<file path="src/core/cies_pkg.sv">
// Purpose: Shared constants, types and decode for the instruction execute subset.
// Assumes: One 250 MHz core clock; instructions arrive one word per fetch.
// Notes: Opcode values below are the execute unit's own map of the instruction word.
// Notes on behaviour
// - Register becomes register XOR memory nibble
// - Memory nibble XOR immediate low field
// - Shift register right through carry flag
// - Indirect moves use column from register
// - Same row copy, source to destination
// - Skip when all masked bits one
// - Skip when all masked bits zero
// - Call pushes pc plus one, loads address
// - Return with skip: popped value plus one
// - Bank return restores pc and bank
// - Bank return skip: bank, popped plus one
// - Status set; test true skips when ones
// - Status clear; test false skips when zeros
// - Skip when selected unlock flags clear
// - Load divider nibbles into pll register
// - Copy internal register into memory nibble
// - Write memory nibble to internal register
package cies_pkg;

  // Register map, byte addresses
  localparam logic [7:0] CIES_OFS_CTRL = 8'h00;
  localparam logic [7:0] CIES_OFS_IRQ_STAT = 8'h04;
  localparam logic [7:0] CIES_OFS_IRQ_MASK = 8'h08;
  localparam logic [7:0] CIES_OFS_CORE_VIEW = 8'h0C;
  localparam logic [7:0] CIES_OFS_PLL_VIEW = 8'h10;
  localparam logic [7:0] CIES_OFS_FLAG_VIEW = 8'h14;

  // Reset values
  localparam logic CIES_RUN_RST = 1'b1;
  localparam logic [3:0] CIES_MASK_RST = 4'h0;
  localparam logic [13:0] CIES_PC_RST = 14'h0000;

  // Event bit positions in the interrupt status register
  localparam int CIES_EVT_SKIP = 0;
  localparam int CIES_EVT_PLL = 1;
  localparam int CIES_EVT_OVF = 2;
  localparam int CIES_EVT_UNF = 3;

  // Group codes: six bits, call four bits, page codes eight bits
  localparam logic [5:0] CIES_G_XOR_REG = 6'h0C;
  localparam logic [5:0] CIES_G_XOR_IMM = 6'h0D;
  localparam logic [5:0] CIES_G_REG_IN = 6'h0E;
  localparam logic [5:0] CIES_G_REG_OUT = 6'h0F;
  localparam logic [5:0] CIES_G_ISTORE = 6'h36;
  localparam logic [5:0] CIES_G_ILOAD = 6'h37;
  localparam logic [5:0] CIES_G_SRMOVE = 6'h38;
  localparam logic [5:0] CIES_G_MTEST_T = 6'h3C;
  localparam logic [5:0] CIES_G_MTEST_F = 6'h3D;
  localparam logic [5:0] CIES_G_PLL = 6'h3E;
  localparam logic [3:0] CIES_G_CALL = 4'hC;
  localparam logic [7:0] CIES_HI_LOW = 8'h00;
  localparam logic [7:0] CIES_HI_HIGH = 8'hFF;
  // Sub codes in bits 7:4 (low page) and bits 7:4 or 7:5 (high page)
  localparam logic [3:0] CIES_S_RET = 4'h8;
  localparam logic [3:0] CIES_S_RET_SKIP = 4'hA;
  localparam logic [3:0] CIES_S_ULTEST = 4'hD;
  localparam logic [3:0] CIES_S_SHIFT = 4'hE;
  localparam logic [3:0] CIES_S_RET_BANK = 4'hC;
  localparam logic [3:0] CIES_S_RET_BANK_SKIP = 4'hD;
  localparam logic [2:0] CIES_S_SSET = 3'h0;
  localparam logic [2:0] CIES_S_SCLR = 3'h1;
  localparam logic [2:0] CIES_S_STEST_T = 3'h2;
  localparam logic [2:0] CIES_S_STEST_F = 3'h4;

  // Return stack
  localparam int CIES_STACK_DEPTH = 8;
  localparam logic [3:0] CIES_SP_FULL = 4'h8;

  typedef struct packed {
    logic [5:0] group;
    logic [1:0] row;
    logic [3:0] col;
    logic [3:0] low;
  } cies_instr_t;

  typedef struct packed {
    logic [1:0] bank;
    logic [13:0] pc;
  } cies_frame_t;

  typedef enum logic [2:0] {
    CIES_ST_IDLE, CIES_ST_FETCH, CIES_ST_ADDR, CIES_ST_CAPA, CIES_ST_CAPB, CIES_ST_CAPC,
    CIES_ST_EXEC
  } cies_state_t;

  typedef enum logic [4:0] {
    CIES_OP_NOP, CIES_OP_XOR_REG, CIES_OP_XOR_IMM, CIES_OP_SHIFT, CIES_OP_ISTORE,
    CIES_OP_ILOAD, CIES_OP_SRMOVE, CIES_OP_MTEST_T, CIES_OP_MTEST_F, CIES_OP_CALL,
    CIES_OP_RET, CIES_OP_RET_SKIP, CIES_OP_RET_BANK, CIES_OP_RET_BANK_SKIP, CIES_OP_SSET,
    CIES_OP_SCLR, CIES_OP_STEST_T, CIES_OP_STEST_F, CIES_OP_ULTEST, CIES_OP_PLL,
    CIES_OP_REG_IN, CIES_OP_REG_OUT
  } cies_op_t;

  // Group from the top bits first, then sub fields
  function automatic cies_op_t cies_decode(input logic [15:0] w);
    cies_op_t op;
    op = CIES_OP_NOP;
    if (w[15:12] == CIES_G_CALL)
      op = CIES_OP_CALL;
    else if (w[15:8] == CIES_HI_LOW)
    begin
      if (w[7:4] == CIES_S_RET) op = CIES_OP_RET;
      else if (w[7:4] == CIES_S_RET_SKIP) op = CIES_OP_RET_SKIP;
      else if (w[7:4] == CIES_S_ULTEST) op = CIES_OP_ULTEST;
      else if (w[7:4] == CIES_S_SHIFT) op = CIES_OP_SHIFT;
    end
    else if (w[15:8] == CIES_HI_HIGH)
    begin
      if (w[7:4] == CIES_S_RET_BANK) op = CIES_OP_RET_BANK;
      else if (w[7:4] == CIES_S_RET_BANK_SKIP) op = CIES_OP_RET_BANK_SKIP;
      else if (w[7:5] == CIES_S_SSET) op = CIES_OP_SSET;
      else if (w[7:5] == CIES_S_SCLR) op = CIES_OP_SCLR;
      else if (w[7:5] == CIES_S_STEST_T) op = CIES_OP_STEST_T;
      else if (w[7:5] == CIES_S_STEST_F) op = CIES_OP_STEST_F;
    end
    else
    begin
      unique case (w[15:10])
        CIES_G_XOR_REG: op = CIES_OP_XOR_REG;
        CIES_G_XOR_IMM: op = CIES_OP_XOR_IMM;
        CIES_G_REG_IN: op = CIES_OP_REG_IN;
        CIES_G_REG_OUT: op = CIES_OP_REG_OUT;
        CIES_G_ISTORE: op = CIES_OP_ISTORE;
        CIES_G_ILOAD: op = CIES_OP_ILOAD;
        CIES_G_SRMOVE: op = CIES_OP_SRMOVE;
        CIES_G_MTEST_T: op = CIES_OP_MTEST_T;
        CIES_G_MTEST_F: op = CIES_OP_MTEST_F;
        CIES_G_PLL: op = CIES_OP_PLL;
        default: op = CIES_OP_NOP;
      endcase
    end
    return op;
  endfunction : cies_decode

endpackage : cies_pkg

</file>
<file path="src/core/cies_core.sv">
// Purpose: Fetches and executes the covered instruction subset, with an APB slave.
// Assumes: Program memory answers a fetch request with pmem_valid some cycles later.
// Notes: Every instruction walks the same six-step path, trading speed for simplicity.
`timescale 1ns/1ns
module cies_core (
  input wire logic core_clk,
  input wire logic rst_n,
  input wire logic [15:0] pmem_data,
  input wire logic pmem_valid,
  output logic [13:0] pmem_addr,
  output logic pmem_req,
  input wire logic [63:0] io_in,
  output logic [63:0] io_out,
  input wire logic [3:0] unlock_set,
  output logic [7:0] pll_reg,
  output logic [1:0] bank,
  input wire logic psel,
  input wire logic penable,
  input wire logic pwrite,
  input wire logic [7:0] paddr,
  input wire logic [31:0] pwdata,
  output logic [31:0] prdata,
  output logic pready,
  output logic pslverr,
  output logic irq
);

  cies_pkg::cies_state_t state;
  cies_pkg::cies_op_t op;
  cies_pkg::cies_instr_t f;
  cies_pkg::cies_frame_t stack [cies_pkg::CIES_STACK_DEPTH];
  cies_pkg::cies_frame_t top;
  logic [15:0] ir;
  logic [13:0] pc;
  logic [3:0] sp;
  logic [3:0] opa;
  logic [3:0] opb;
  logic [3:0] opc;
  logic [3:0] rd_data;
  logic [5:0] mem_raddr;
  logic mem_we;
  logic [5:0] mem_waddr;
  logic [3:0] mem_wdata;
  logic carry;
  logic skip_pending;
  logic next_skip;
  logic [3:0] status_reg [2];
  logic [3:0] unlock_ff;
  logic run;
  logic [3:0] irq_stat;
  logic [3:0] irq_mask;
  logic [3:0] evt;
  logic exec;
  logic live;
  logic apb_wr;
  logic [3:0] st_sel;

  assign f = ir;
  assign exec = (state == cies_pkg::CIES_ST_EXEC);
  assign live = exec && !skip_pending;
  assign top = stack[3'(sp - 4'h1)];
  assign st_sel = status_reg[ir[4]];
  assign apb_wr = psel && penable && pready && pwrite;

  cies_dmem u_dmem (
    .core_clk(core_clk),
    .raddr(mem_raddr),
    .rdata(rd_data),
    .we(mem_we),
    .waddr(mem_waddr),
    .wdata(mem_wdata)
  );

  // Sequencer: fetch, three operand reads, execute
  always_ff @(posedge core_clk or negedge rst_n)
  begin
    if (!rst_n)
      state <= cies_pkg::CIES_ST_IDLE;
    else
    begin
      unique case (state)
        cies_pkg::CIES_ST_IDLE: if (run) state <= cies_pkg::CIES_ST_FETCH;
        cies_pkg::CIES_ST_FETCH: if (pmem_valid) state <= cies_pkg::CIES_ST_ADDR;
        cies_pkg::CIES_ST_ADDR: state <= cies_pkg::CIES_ST_CAPA;
        cies_pkg::CIES_ST_CAPA: state <= cies_pkg::CIES_ST_CAPB;
        cies_pkg::CIES_ST_CAPB: state <= cies_pkg::CIES_ST_CAPC;
        cies_pkg::CIES_ST_CAPC: state <= cies_pkg::CIES_ST_EXEC;
        cies_pkg::CIES_ST_EXEC: state <= cies_pkg::CIES_ST_IDLE;
      endcase
    end
  end

  // Fetch request toward program memory
  always_ff @(posedge core_clk or negedge rst_n)
  begin
    if (!rst_n)
    begin
      pmem_req <= 1'b0;
      pmem_addr <= cies_pkg::CIES_PC_RST;
    end
    else
    begin
      pmem_req <= (state == cies_pkg::CIES_ST_IDLE) && run;
      if (state == cies_pkg::CIES_ST_IDLE)
        pmem_addr <= pc;
    end
  end

  always_ff @(posedge core_clk or negedge rst_n)
  begin
    if (!rst_n)
    begin
      ir <= 16'h0000;
      op <= cies_pkg::CIES_OP_NOP;
    end
    else if (state == cies_pkg::CIES_ST_FETCH && pmem_valid)
    begin
      ir <= pmem_data;
      op <= cies_pkg::cies_decode(pmem_data);
    end
  end

  // Read address per step; the third read is the indirect one
  always_comb
  begin
    mem_raddr = {f.row, f.col};
    unique case (state)
      cies_pkg::CIES_ST_CAPA:
        mem_raddr = (op == cies_pkg::CIES_OP_SRMOVE) ? {f.row, f.low} : {2'b00, f.low};
      cies_pkg::CIES_ST_CAPB: mem_raddr = {f.row, rd_data};
      default: mem_raddr = {f.row, f.col};
    endcase
  end

  // Operand capture
  always_ff @(posedge core_clk or negedge rst_n)
  begin
    if (!rst_n)
    begin
      opa <= 4'h0;
      opb <= 4'h0;
      opc <= 4'h0;
    end
    else
    begin
      if (state == cies_pkg::CIES_ST_CAPA) opa <= rd_data;
      if (state == cies_pkg::CIES_ST_CAPB) opb <= rd_data;
      if (state == cies_pkg::CIES_ST_CAPC) opc <= rd_data;
    end
  end

  // Memory write in the execute step; skipped words write nothing
  always_comb
  begin
    mem_we = 1'b0;
    mem_waddr = {f.row, f.col};
    mem_wdata = opa;
    if (live)
    begin
      unique case (op)
        cies_pkg::CIES_OP_XOR_REG:
        begin
          mem_we = 1'b1;
          mem_waddr = {2'b00, f.low};
          mem_wdata = opb ^ opa;
        end
        cies_pkg::CIES_OP_XOR_IMM:
        begin
          mem_we = 1'b1;
          mem_wdata = opa ^ f.low;
        end
        cies_pkg::CIES_OP_SHIFT:
        begin
          mem_we = 1'b1;
          mem_waddr = {2'b00, f.low};
          mem_wdata = {carry, opb[3:1]};
        end
        cies_pkg::CIES_OP_ISTORE:
        begin
          mem_we = 1'b1;
          mem_waddr = {f.row, opb};
        end
        cies_pkg::CIES_OP_ILOAD:
        begin
          mem_we = 1'b1;
          mem_wdata = opc;
        end
        cies_pkg::CIES_OP_SRMOVE:
        begin
          mem_we = 1'b1;
          mem_wdata = opb;
        end
        cies_pkg::CIES_OP_REG_IN:
        begin
          mem_we = 1'b1;
          mem_wdata = io_in[{f.low, 2'b00} +: 4];
        end
        default: mem_we = 1'b0;
      endcase
    end
  end

  // Skip decisions of the test instructions
  always_comb
  begin
    next_skip = 1'b0;
    unique case (op)
      cies_pkg::CIES_OP_MTEST_T: next_skip = ((opa & f.low) == f.low);
      cies_pkg::CIES_OP_MTEST_F: next_skip = ((opa & f.low) == 4'h0);
      cies_pkg::CIES_OP_STEST_T: next_skip = ((st_sel & f.low) == f.low);
      cies_pkg::CIES_OP_STEST_F: next_skip = ((st_sel & f.low) == 4'h0);
      cies_pkg::CIES_OP_ULTEST: next_skip = ((unlock_ff & f.low) == 4'h0);
      default: next_skip = 1'b0;
    endcase
  end

  always_ff @(posedge core_clk or negedge rst_n)
  begin
    if (!rst_n)
      skip_pending <= 1'b0;
    else if (exec)
      skip_pending <= live && next_skip;
  end

  // Program counter, return stack and bank
  always_ff @(posedge core_clk or negedge rst_n)
  begin
    if (!rst_n)
    begin
      pc <= cies_pkg::CIES_PC_RST;
      sp <= 4'h0;
      bank <= 2'b00;
      for (int i = 0; i < cies_pkg::CIES_STACK_DEPTH; i++)
        stack[i] <= '0;
    end
    else if (exec)
    begin
      pc <= pc + 14'h0001;
      if (live)
      begin
        unique case (op)
          cies_pkg::CIES_OP_CALL:
          begin
            pc <= {2'b00, ir[11:0]};
            if (sp != cies_pkg::CIES_SP_FULL)
            begin
              stack[sp[2:0]] <= '{bank: bank, pc: pc + 14'h0001};
              sp <= sp + 4'h1;
            end
          end
          cies_pkg::CIES_OP_RET, cies_pkg::CIES_OP_RET_SKIP, cies_pkg::CIES_OP_RET_BANK,
          cies_pkg::CIES_OP_RET_BANK_SKIP:
          begin
            if (sp != 4'h0)
            begin
              sp <= sp - 4'h1;
              pc <= top.pc;
              if (op == cies_pkg::CIES_OP_RET_SKIP || op == cies_pkg::CIES_OP_RET_BANK_SKIP)
                pc <= top.pc + 14'h0001;
              if (op == cies_pkg::CIES_OP_RET_BANK || op == cies_pkg::CIES_OP_RET_BANK_SKIP)
                bank <= top.bank;
            end
          end
          default: pc <= pc + 14'h0001;
        endcase
      end
    end
  end

  // carry takes the bit shifted out
  always_ff @(posedge core_clk or negedge rst_n)
  begin
    if (!rst_n)
      carry <= 1'b0;
    else if (live && op == cies_pkg::CIES_OP_SHIFT)
      carry <= opb[0];
  end

  always_ff @(posedge core_clk or negedge rst_n)
  begin
    if (!rst_n)
    begin
      status_reg[0] <= 4'h0;
      status_reg[1] <= 4'h0;
    end
    else if (live && op == cies_pkg::CIES_OP_SSET)
      status_reg[ir[4]] <= st_sel | f.low;
    else if (live && op == cies_pkg::CIES_OP_SCLR)
      status_reg[ir[4]] <= st_sel & ~f.low;
  end

  // Unlock flags: a new set beats the clear done by the test
  always_ff @(posedge core_clk or negedge rst_n)
  begin
    if (!rst_n)
      unlock_ff <= 4'h0;
    else if (live && op == cies_pkg::CIES_OP_ULTEST)
      unlock_ff <= (unlock_ff & ~f.low) | unlock_set;
    else
      unlock_ff <= unlock_ff | unlock_set;
  end

  always_ff @(posedge core_clk or negedge rst_n)
  begin
    if (!rst_n)
      pll_reg <= 8'h00;
    else if (live && op == cies_pkg::CIES_OP_PLL)
      pll_reg <= {opa, opb};
  end

  always_ff @(posedge core_clk or negedge rst_n)
  begin
    if (!rst_n)
      io_out <= 64'h0000000000000000;
    else if (live && op == cies_pkg::CIES_OP_REG_OUT)
      io_out[{f.low, 2'b00} +: 4] <= opa;
  end

  // Events that feed the interrupt status
  always_comb
  begin
    evt = 4'h0;
    evt[cies_pkg::CIES_EVT_SKIP] = live && next_skip;
    evt[cies_pkg::CIES_EVT_PLL] = live && op == cies_pkg::CIES_OP_PLL;
    evt[cies_pkg::CIES_EVT_OVF] = live && op == cies_pkg::CIES_OP_CALL &&
      sp == cies_pkg::CIES_SP_FULL;
    evt[cies_pkg::CIES_EVT_UNF] = live && sp == 4'h0 &&
      (op == cies_pkg::CIES_OP_RET || op == cies_pkg::CIES_OP_RET_SKIP ||
       op == cies_pkg::CIES_OP_RET_BANK || op == cies_pkg::CIES_OP_RET_BANK_SKIP);
  end

  // Sticky status, write one to clear; set wins over clear
  always_ff @(posedge core_clk or negedge rst_n)
  begin
    if (!rst_n)
      irq_stat <= 4'h0;
    else if (apb_wr && paddr == cies_pkg::CIES_OFS_IRQ_STAT)
      irq_stat <= (irq_stat & ~pwdata[3:0]) | evt;
    else
      irq_stat <= irq_stat | evt;
  end

  // Level interrupt, one cycle behind the status
  always_ff @(posedge core_clk or negedge rst_n)
  begin
    if (!rst_n)
      irq <= 1'b0;
    else
      irq <= |(irq_stat & irq_mask);
  end

  // Writable control and mask registers
  always_ff @(posedge core_clk or negedge rst_n)
  begin
    if (!rst_n)
    begin
      run <= cies_pkg::CIES_RUN_RST;
      irq_mask <= cies_pkg::CIES_MASK_RST;
    end
    else if (apb_wr)
    begin
      if (paddr == cies_pkg::CIES_OFS_CTRL) run <= pwdata[0];
      if (paddr == cies_pkg::CIES_OFS_IRQ_MASK) irq_mask <= pwdata[3:0];
    end
  end

  // APB answer: one wait state, read data and error registered
  always_ff @(posedge core_clk or negedge rst_n)
  begin
    if (!rst_n)
    begin
      pready <= 1'b0;
      prdata <= 32'h00000000;
      pslverr <= 1'b0;
    end
    else
    begin
      pready <= psel && penable && !pready;
      pslverr <= 1'b0;
      prdata <= 32'h00000000;
      if (psel && penable && !pready)
      begin
        unique case (paddr)
          cies_pkg::CIES_OFS_CTRL: prdata <= {31'h00000000, run};
          cies_pkg::CIES_OFS_IRQ_STAT: prdata <= {28'h0000000, irq_stat};
          cies_pkg::CIES_OFS_IRQ_MASK: prdata <= {28'h0000000, irq_mask};
          cies_pkg::CIES_OFS_CORE_VIEW:
            prdata <= {10'h000, sp, skip_pending, carry, bank, pc};
          cies_pkg::CIES_OFS_PLL_VIEW: prdata <= {24'h000000, pll_reg};
          cies_pkg::CIES_OFS_FLAG_VIEW:
            prdata <= {20'h00000, unlock_ff, status_reg[1], status_reg[0]};
          default: pslverr <= 1'b1;
        endcase
      end
    end
  end
endmodule : cies_core

</file>
<file path="src/core/cies_dmem.sv">
// Purpose: Data memory of 64 nibbles, four rows of sixteen columns.
// Assumes: One write and one read per cycle on core_clk.
// Notes: Read data is registered, so it follows the address by one cycle.
`timescale 1ns/1ns
module cies_dmem (
  input wire logic core_clk,
  input wire logic [5:0] raddr,
  output logic [3:0] rdata,
  input wire logic we,
  input wire logic [5:0] waddr,
  input wire logic [3:0] wdata
);

  logic [3:0] mem [64];

  // Content is not reset; software initialises what it uses
  always_ff @(posedge core_clk)
  begin
    if (we)
      mem[waddr] <= wdata;
  end

  // Registered read port
  always_ff @(posedge core_clk)
  begin
    rdata <= mem[raddr];
  end

endmodule : cies_dmem

</file>
<file path="config.mk">
export PLATFORM = sky130hd
export DESIGN_NAME = cies_core
export DESIGN_NICKNAME = d
export VERILOG_FILES = /design/src/core/cies_pkg.sv /design/src/core/cies_core.sv /design/src/core/cies_dmem.sv
export SDC_FILE = /design/constraint.sdc
export NUM_CORES = 1
export LEC_CHECK = 0
export ABC_CLOCK_PERIOD_IN_PS = 12100
export BUFFER_PORTS_ARGS = -buffer_cell sky130_fd_sc_hd__buf_4
export CAP_MARGIN = 20
export CORE_MARGIN = 3
export CORE_UTILIZATION = 35
export DETAILED_ROUTE_END_ITERATION = 16
export PLACE_DENSITY_LB_ADDON = 0.15
export SLEW_MARGIN = 25
export SYNTH_ARGS = -nofsm -noshare
export SYNTH_HDL_FRONTEND = slang
export SYNTH_SLANG_ARGS = --single-unit
</file>
<file path="constraint.sdc">
create_clock -name core_clk -period 12.1 [get_ports core_clk]
set_clock_uncertainty 0.2 [all_clocks]
set_input_delay 1.21 -clock core_clk [delete_from_list [all_inputs] [get_ports core_clk]]
set_output_delay 1.21 -clock core_clk [all_outputs]
set_load 0.02 [all_outputs]
</file>
Word level (Yosys, flattened, before mapping)
Memories as Yosys holds them, arrays and structs flattened. A register that Yosys moved wholly into a read port is not among the register bits.
Cells that the tools add are included.
Operators by class
  add/subtract/negate cells: 5
  magnitude comparators: 5
  eq/ne operators: 60
  shifts and indexed selects: 3
  mux-type cells: 57
  bitwise operators: 19
  reductions and logical operators: 50
Operator list (number)
  $pmux 22 s6: 1
  $bwmux 128: 1
  $bwmux 64: 1
  $shift 4x8->64 const A: 1
  $shiftx 4x8->64: 1
  $shiftx 64x7->4: 1
  $mux 5: 12
  $pmux 5 s10: 1
  $bmux 16 s3: 1
  $demux 16 s3: 1
  $mux 16: 3
  $mux 14: 3
  $eq 5x4->1 const B: 8
  $eq 6x6->1 const B: 6
  $mux 4: 9
  $eq 5x5->1 const B: 6
  $add 14x1->14 const B: 2
  $and 4x4->4: 7
  $eq 4x4->1 const B: 7
  $pmux 14 s2: 1
  $eq 6x4->1 const B: 4
  $pmux 4 s6: 1
  $pmux 6 s2: 2
  $mux 22: 1
  other kinds (50): 118
Storage, ports and cells
  flip-flop bits (word level): 325
  bits in writable memories: 256
  input port bits: 130
  output and inout bits: 124
  word-level logic and storage cells: 241
  memories kept: 1
Memories
  u_dmem.mem: depth 64, bits a word 4, rd ports 1, clocked after Yosys merged registers in 1, write ports 1, RTL line cies_dmem.sv:14  | logic [3:0] mem [64];

Depth between registers and ports, before layout
  depth after elaboration: 10
  depth in mapped cells: 15
  depth with buffers taken out: 12

Modules after synthesis
A second synthesis with hierarchy kept.
Second synthesis, totals
  cells, all modules: 2033
  area total of the unflattened synthesis: 26112.5 um^2
By module, submodules not included
  cies_core: instances 1, cells an instance 1502, area each 15766.4 um^2, seq. area each 7883.8 um^2
  cies_dmem: instances 1, cells an instance 531, area each 10346.2 um^2, seq. area each 7767.4 um^2

Worst setup path before layout
Ideal clock, no wire load.
  path kind: register to register
  start: register ir[0] (netlist: f[0])
  end: memory u_dmem.mem[0][2] (data pin)
  setup time: 0.584 ns
  arrival time: 3.821 ns
  data required time: 11.316 ns
  setup slack: 7.495 ns
  cell stages (with the launch flop): 7
  path buffers: 2
  clock period less this slack: 4.605 ns
  cells stage by stage: dfrtp_1 -> clkbuf_1 -> buf_1 -> mux4_2 -> mux4_2 -> nand3_1 -> a41oi_1
Between the ends
  cells in the longest elaborated chain, start to end: 3
Ends and longest elaborated chain
  start: declaration: RTL line cies_core.sv:33  | logic [15:0] ir;
  start signal: assignment: RTL line cies_core.sv:118  | ir <= pmem_data;
  $shiftx 64x7->4: RTL line cies_core.sv:196  | mem_wdata = io_in[{f.low, 2'b00} +: 4];
  $pmux 4 s6: RTL line cies_core.sv:160  | unique case (op)
  $mux 4: RTL line cies_core.sv:158  | if (live)
  net mem_wdata[2]: RTL line cies_core.sv:43  | logic [3:0] mem_wdata;
  end: declaration: RTL line cies_dmem.sv:14
The timed path passes the listed nets, and every way through them passes these cells.

Worst setup path after layout
  start: register state[1]
  end: memory u_dmem.mem[31][0], enable pin
Between the ends
  cells in the longest elaborated chain, start to end: 5
  elaborated cells between the ends (all ways): 6
  classes of those cells: eq/ne (1); mux (4); reduce/logical (1)
Ends and longest elaborated chain
  start: declaration: RTL line cies_core.sv:28  | cies_pkg::cies_state_t state;
  start signal: assignment: RTL line cies_core.sv:78  | state <= cies_pkg::CIES_ST_IDLE;
  start signal: assignment: RTL line cies_core.sv:82  | cies_pkg::CIES_ST_IDLE: if (run) state <= cies_pkg::CIES_ST_FETCH;
  start signal: assignment: RTL line cies_core.sv:83  | cies_pkg::CIES_ST_FETCH: if (pmem_valid) state <= cies_pkg::CIES_ST_ADDR;
  $eq 3x3->1 *: RTL line cies_core.sv:59  | assign exec = (state == cies_pkg::CIES_ST_EXEC);
  $logic_and 1x1->1 *: RTL line cies_core.sv:60  | assign live = exec && !skip_pending;
  $mux 1: RTL line cies_core.sv:158
  $mux 1: RTL line cies_dmem.sv:19  | if (we)
  $mux 1 (implied by the code): RTL line cies_dmem.sv:20  | mem[waddr] <= wdata;
Every way passes the cells marked *; elsewhere a longest branch is shown, timed or not.

==> impl_results.md <==
* Status: finished clean
* Metal3 WL at 4.37 mm
* Post-synth ARST share at 54.8%
* Initial drt markers at 1,625
* FP Rows at 99
* VDD IR max at 0.191 mV
* Top_reg_cell synth: dfrtp_1
* Number of synthesized flops with an enable pin at 256
* Yosys synthesis warning count at 0
* Die ar. at 78,100 um^2
* Utilization after layout at 42.1%
* Fin cells at 3,351
* Placed cell area at 28,700 um^2
* WL/cell at 22.9 um
* Gr usage total at 19.5%
* Worst setup SP type: flop
* CP Max Fanout at 19
* Routability cong. at 0.814
* Core area at 73,600 um^2
* Most flops, register: u_dmem.mem
* Setup Crit Path Kind: reg2reg
* Largest registers: u_dmem.mem: 256 flops, stack: 128 flops, io_out: 64 flops
* Yosys reg bits at 575
* Post_cts resized at 0
* Area delta synth->final at 18.2%
* WL final at 76.8 mm
* Netlist cell types at 91
* CTS Root Cell: clkbuf_16
* Die X at 279 um
* Max-slew violations at 0
* Relative slew slack at 31.2%
* Fraction of layout cells with a size suffix above 1 at 23.4%
* Worst-path clk slew at 0.06 ns
* Max Cap Viol at 0
* Dpl cells at 3,226
* Antenna-violating nets left at 0
* Lkg Pwr at 0.0123 uW
* Setup TNS at 0 ns
* RSZ-0062 raised after global routing: false
* Cell area power density at 234 nW/um^2
* Largest net degree at the start of global routing at 93
* I/O pin cnt at 254
* Gr ovfl total at 0
* Fillers at 6,930
* Vias in the first global route at 18,693
* WL met1 at 34.6 mm
* First-pass GRT wire length at 117 mm
* Clock Path Buffers at 3
* Post-CTS Hold Buffers at 0
* Final period util at 40.5%
* Synthesized area at 26,200 um^2
* Fmax at 0.204 GHz
* Hold Fails Final Rpt at 0
* Slew @ Worst Pin at 1.03 ns
* Postcts setup bufs at 0
* Worst setup margin at 7.20 ns
* Initial antenna violation count at 0
* Buffers on Ports at 215
* H-tree depth at 3
* Vias after detailed routing at 18,499
* Sequential area share after synthesis at 59.8%
* Synth Instances at 2,168
* Hold WC Path Type: reg2reg
* WP buf/inv at 0
* Fin area at 30,900 um^2
* Worst path top cell family by delay: simple AND/OR/NAND/NOR gates
* Slowest CP cell: a2111oi_4
* Max layer used: met4
* Clock sinks at 575
* Ant diodes at 0
* Drt first pass iters at 8
* # nets final at 2,474
* Largest register FFs at 256
* Critical Path AT at 4.94 ns
* CTS buffer count at 67
* Crit-path cells: and3b_1 -> nand2_1 -> a2111oi_4 -> a22oi_1 -> nor3b_1 -> nand2_1 -> nor2_1
* Metal2 WL at 36.0 mm
* Final critical-path required period at 4.90 ns
* Crit path largest cell delay at 1.01 ns
* CTS tree: built
* Initial Util at 35.6%
* Via-per-instance ratio at 5.52
* Remaining DRCs at 0
* Final setup fails at 0
* WP data required at 12.14 ns
* Clock latency on the worst-skew pair at 0.60 ns
* Most used cell, CP: nand2_1
* DP Worst Slack at 7.23 ns
* Post-Syn Area per Cell at 12.1 um^2
* Worst Setup End Kind: flop
* HPWL Detailed at 50.3 mm
* Die height at 279 um
==> worst register-to-register path, stage by stage (launching register included) <==
cell       delay (ns)
dfrtp_1          0.79
and3b_1          0.55
nand2_1          0.55
a2111oi_4        1.02
a22oi_1          0.23
nor3b_1          0.36
nand2_1          0.41
nor2_1           0.44
==> path summary, 6_finish.rpt <==
kind                       startpoint                end  slack, ns  cells past startpoint
hold reg to reg              stack[2]           stack[2]       0.28                      2
max in group asynchronous       rst_n          io_out[3]       9.16                      4
setup / recovery             state[1]  u_dmem.mem[31][0]       7.20                      7
hold / removal               stack[2]           stack[2]       0.28                      2
setup reg to reg             state[1]  u_dmem.mem[31][0]       7.20                      7
min in group asynchronous       rst_n          stack[93]       0.43                      1
==> power breakdown <==
part / internal, uW / switching (uW) / total, uW
combinational: 880 / 1770 / 2650
clock: 1180 / 809 / 1990
sequential: 2330 / 282 / 2610
==> per-stage QoR <==
stage	hold WS [ns]	power, uW
after floorplan	0.233	4310
after global placement	0.255	5270
after detailed placement	0.267	5300
after CTS	0.281	7310
after global routing	0.305	7620
final	0.276	7250
==> cell type report <==
cell class | count | area [um^2] | area share, %
clock buffer | 100 | 1970 | 6.38
sequential | 575 | 15700 | 50.6
inverter | 23 | 86.3 | 0.279
clock inverter | 24 | 205 | 0.663
multi-input combinational | 1421 | 9930 | 32.1
timing repair buffer | 249 | 1900 | 6.14
tap | 959 | 1200 | 3.88
==> routing by layer <==
| metal | track usage, % | vias to the layer above |
|---|---|---|
| met5 | 0 | - |
| met4 | 5.52 | 0 |
| met3 | 3.33 | 124 |
| met2 | 31.4 | 608 |
| met1 | 27.3 | 9357 |
| li1 | - | 8410 |
==> Yosys cell counts, types with 16 or more instances <==
master       n  area [um^2]
dfrtp_1    314         7860
nand2_1    261          980
edfxtp_1   256         7690
nor2_1     186          698
o21ai_0    139          696
mux2_2     112         1260
clkbuf_1   102          383
a21oi_1    101          505
mux4_2      61         1370
and3_1      58          363
nand3_1     57          285
a211oi_1    52          390
a2111oi_0   35          307
mux2i_1     23          230
xnor2_1     23          201
buf_2       22          110
inv_1       21         78.8
o21ai_1     21          105
a22oi_1     19          143
nor3_1      17         85.1
xor2_1      17          149
buf_1       16         60.1
buf_4       16          120
==> cell usage in the layout (no fill, tap or decap), drive strengths merged, types with 24 or more instances in the layout <==
| master | synthesis | routed |
|---|---|---|
| a2111oi | 37 | 37 |
| a211oi | 52 | 52 |
| a21oi | 102 | 102 |
| and3 | 58 | 58 |
| buf | 56 | 249 |
| clkbuf | 102 | 100 |
| dfrtp | 314 | 314 |
| edfxtp | 256 | 256 |
| inv | 22 | 25 |
| mux2 | 115 | 115 |
| mux2i | 24 | 24 |
| mux4 | 64 | 64 |
| nand2 | 261 | 261 |
| nand3 | 57 | 57 |
| nor2 | 187 | 187 |
| o21ai | 160 | 160 |
==> kinds of logic (layout without fill, tap and decap cells) <==
kind of cell    after synthesis  after routing  share of synthesized area [%]
compound gates              491            491                           12.2
fa+ha+maj                     7              7                          0.335
xor+xnor                     41             41                           1.44
other cells                   1             10                         0.0143
buf+inv                     181            396                           2.99
simple gates                669            669                           11.8
flops                       575            575                           59.8
mux                         203            203                           11.4
Power figures use the tool's default switching activity.
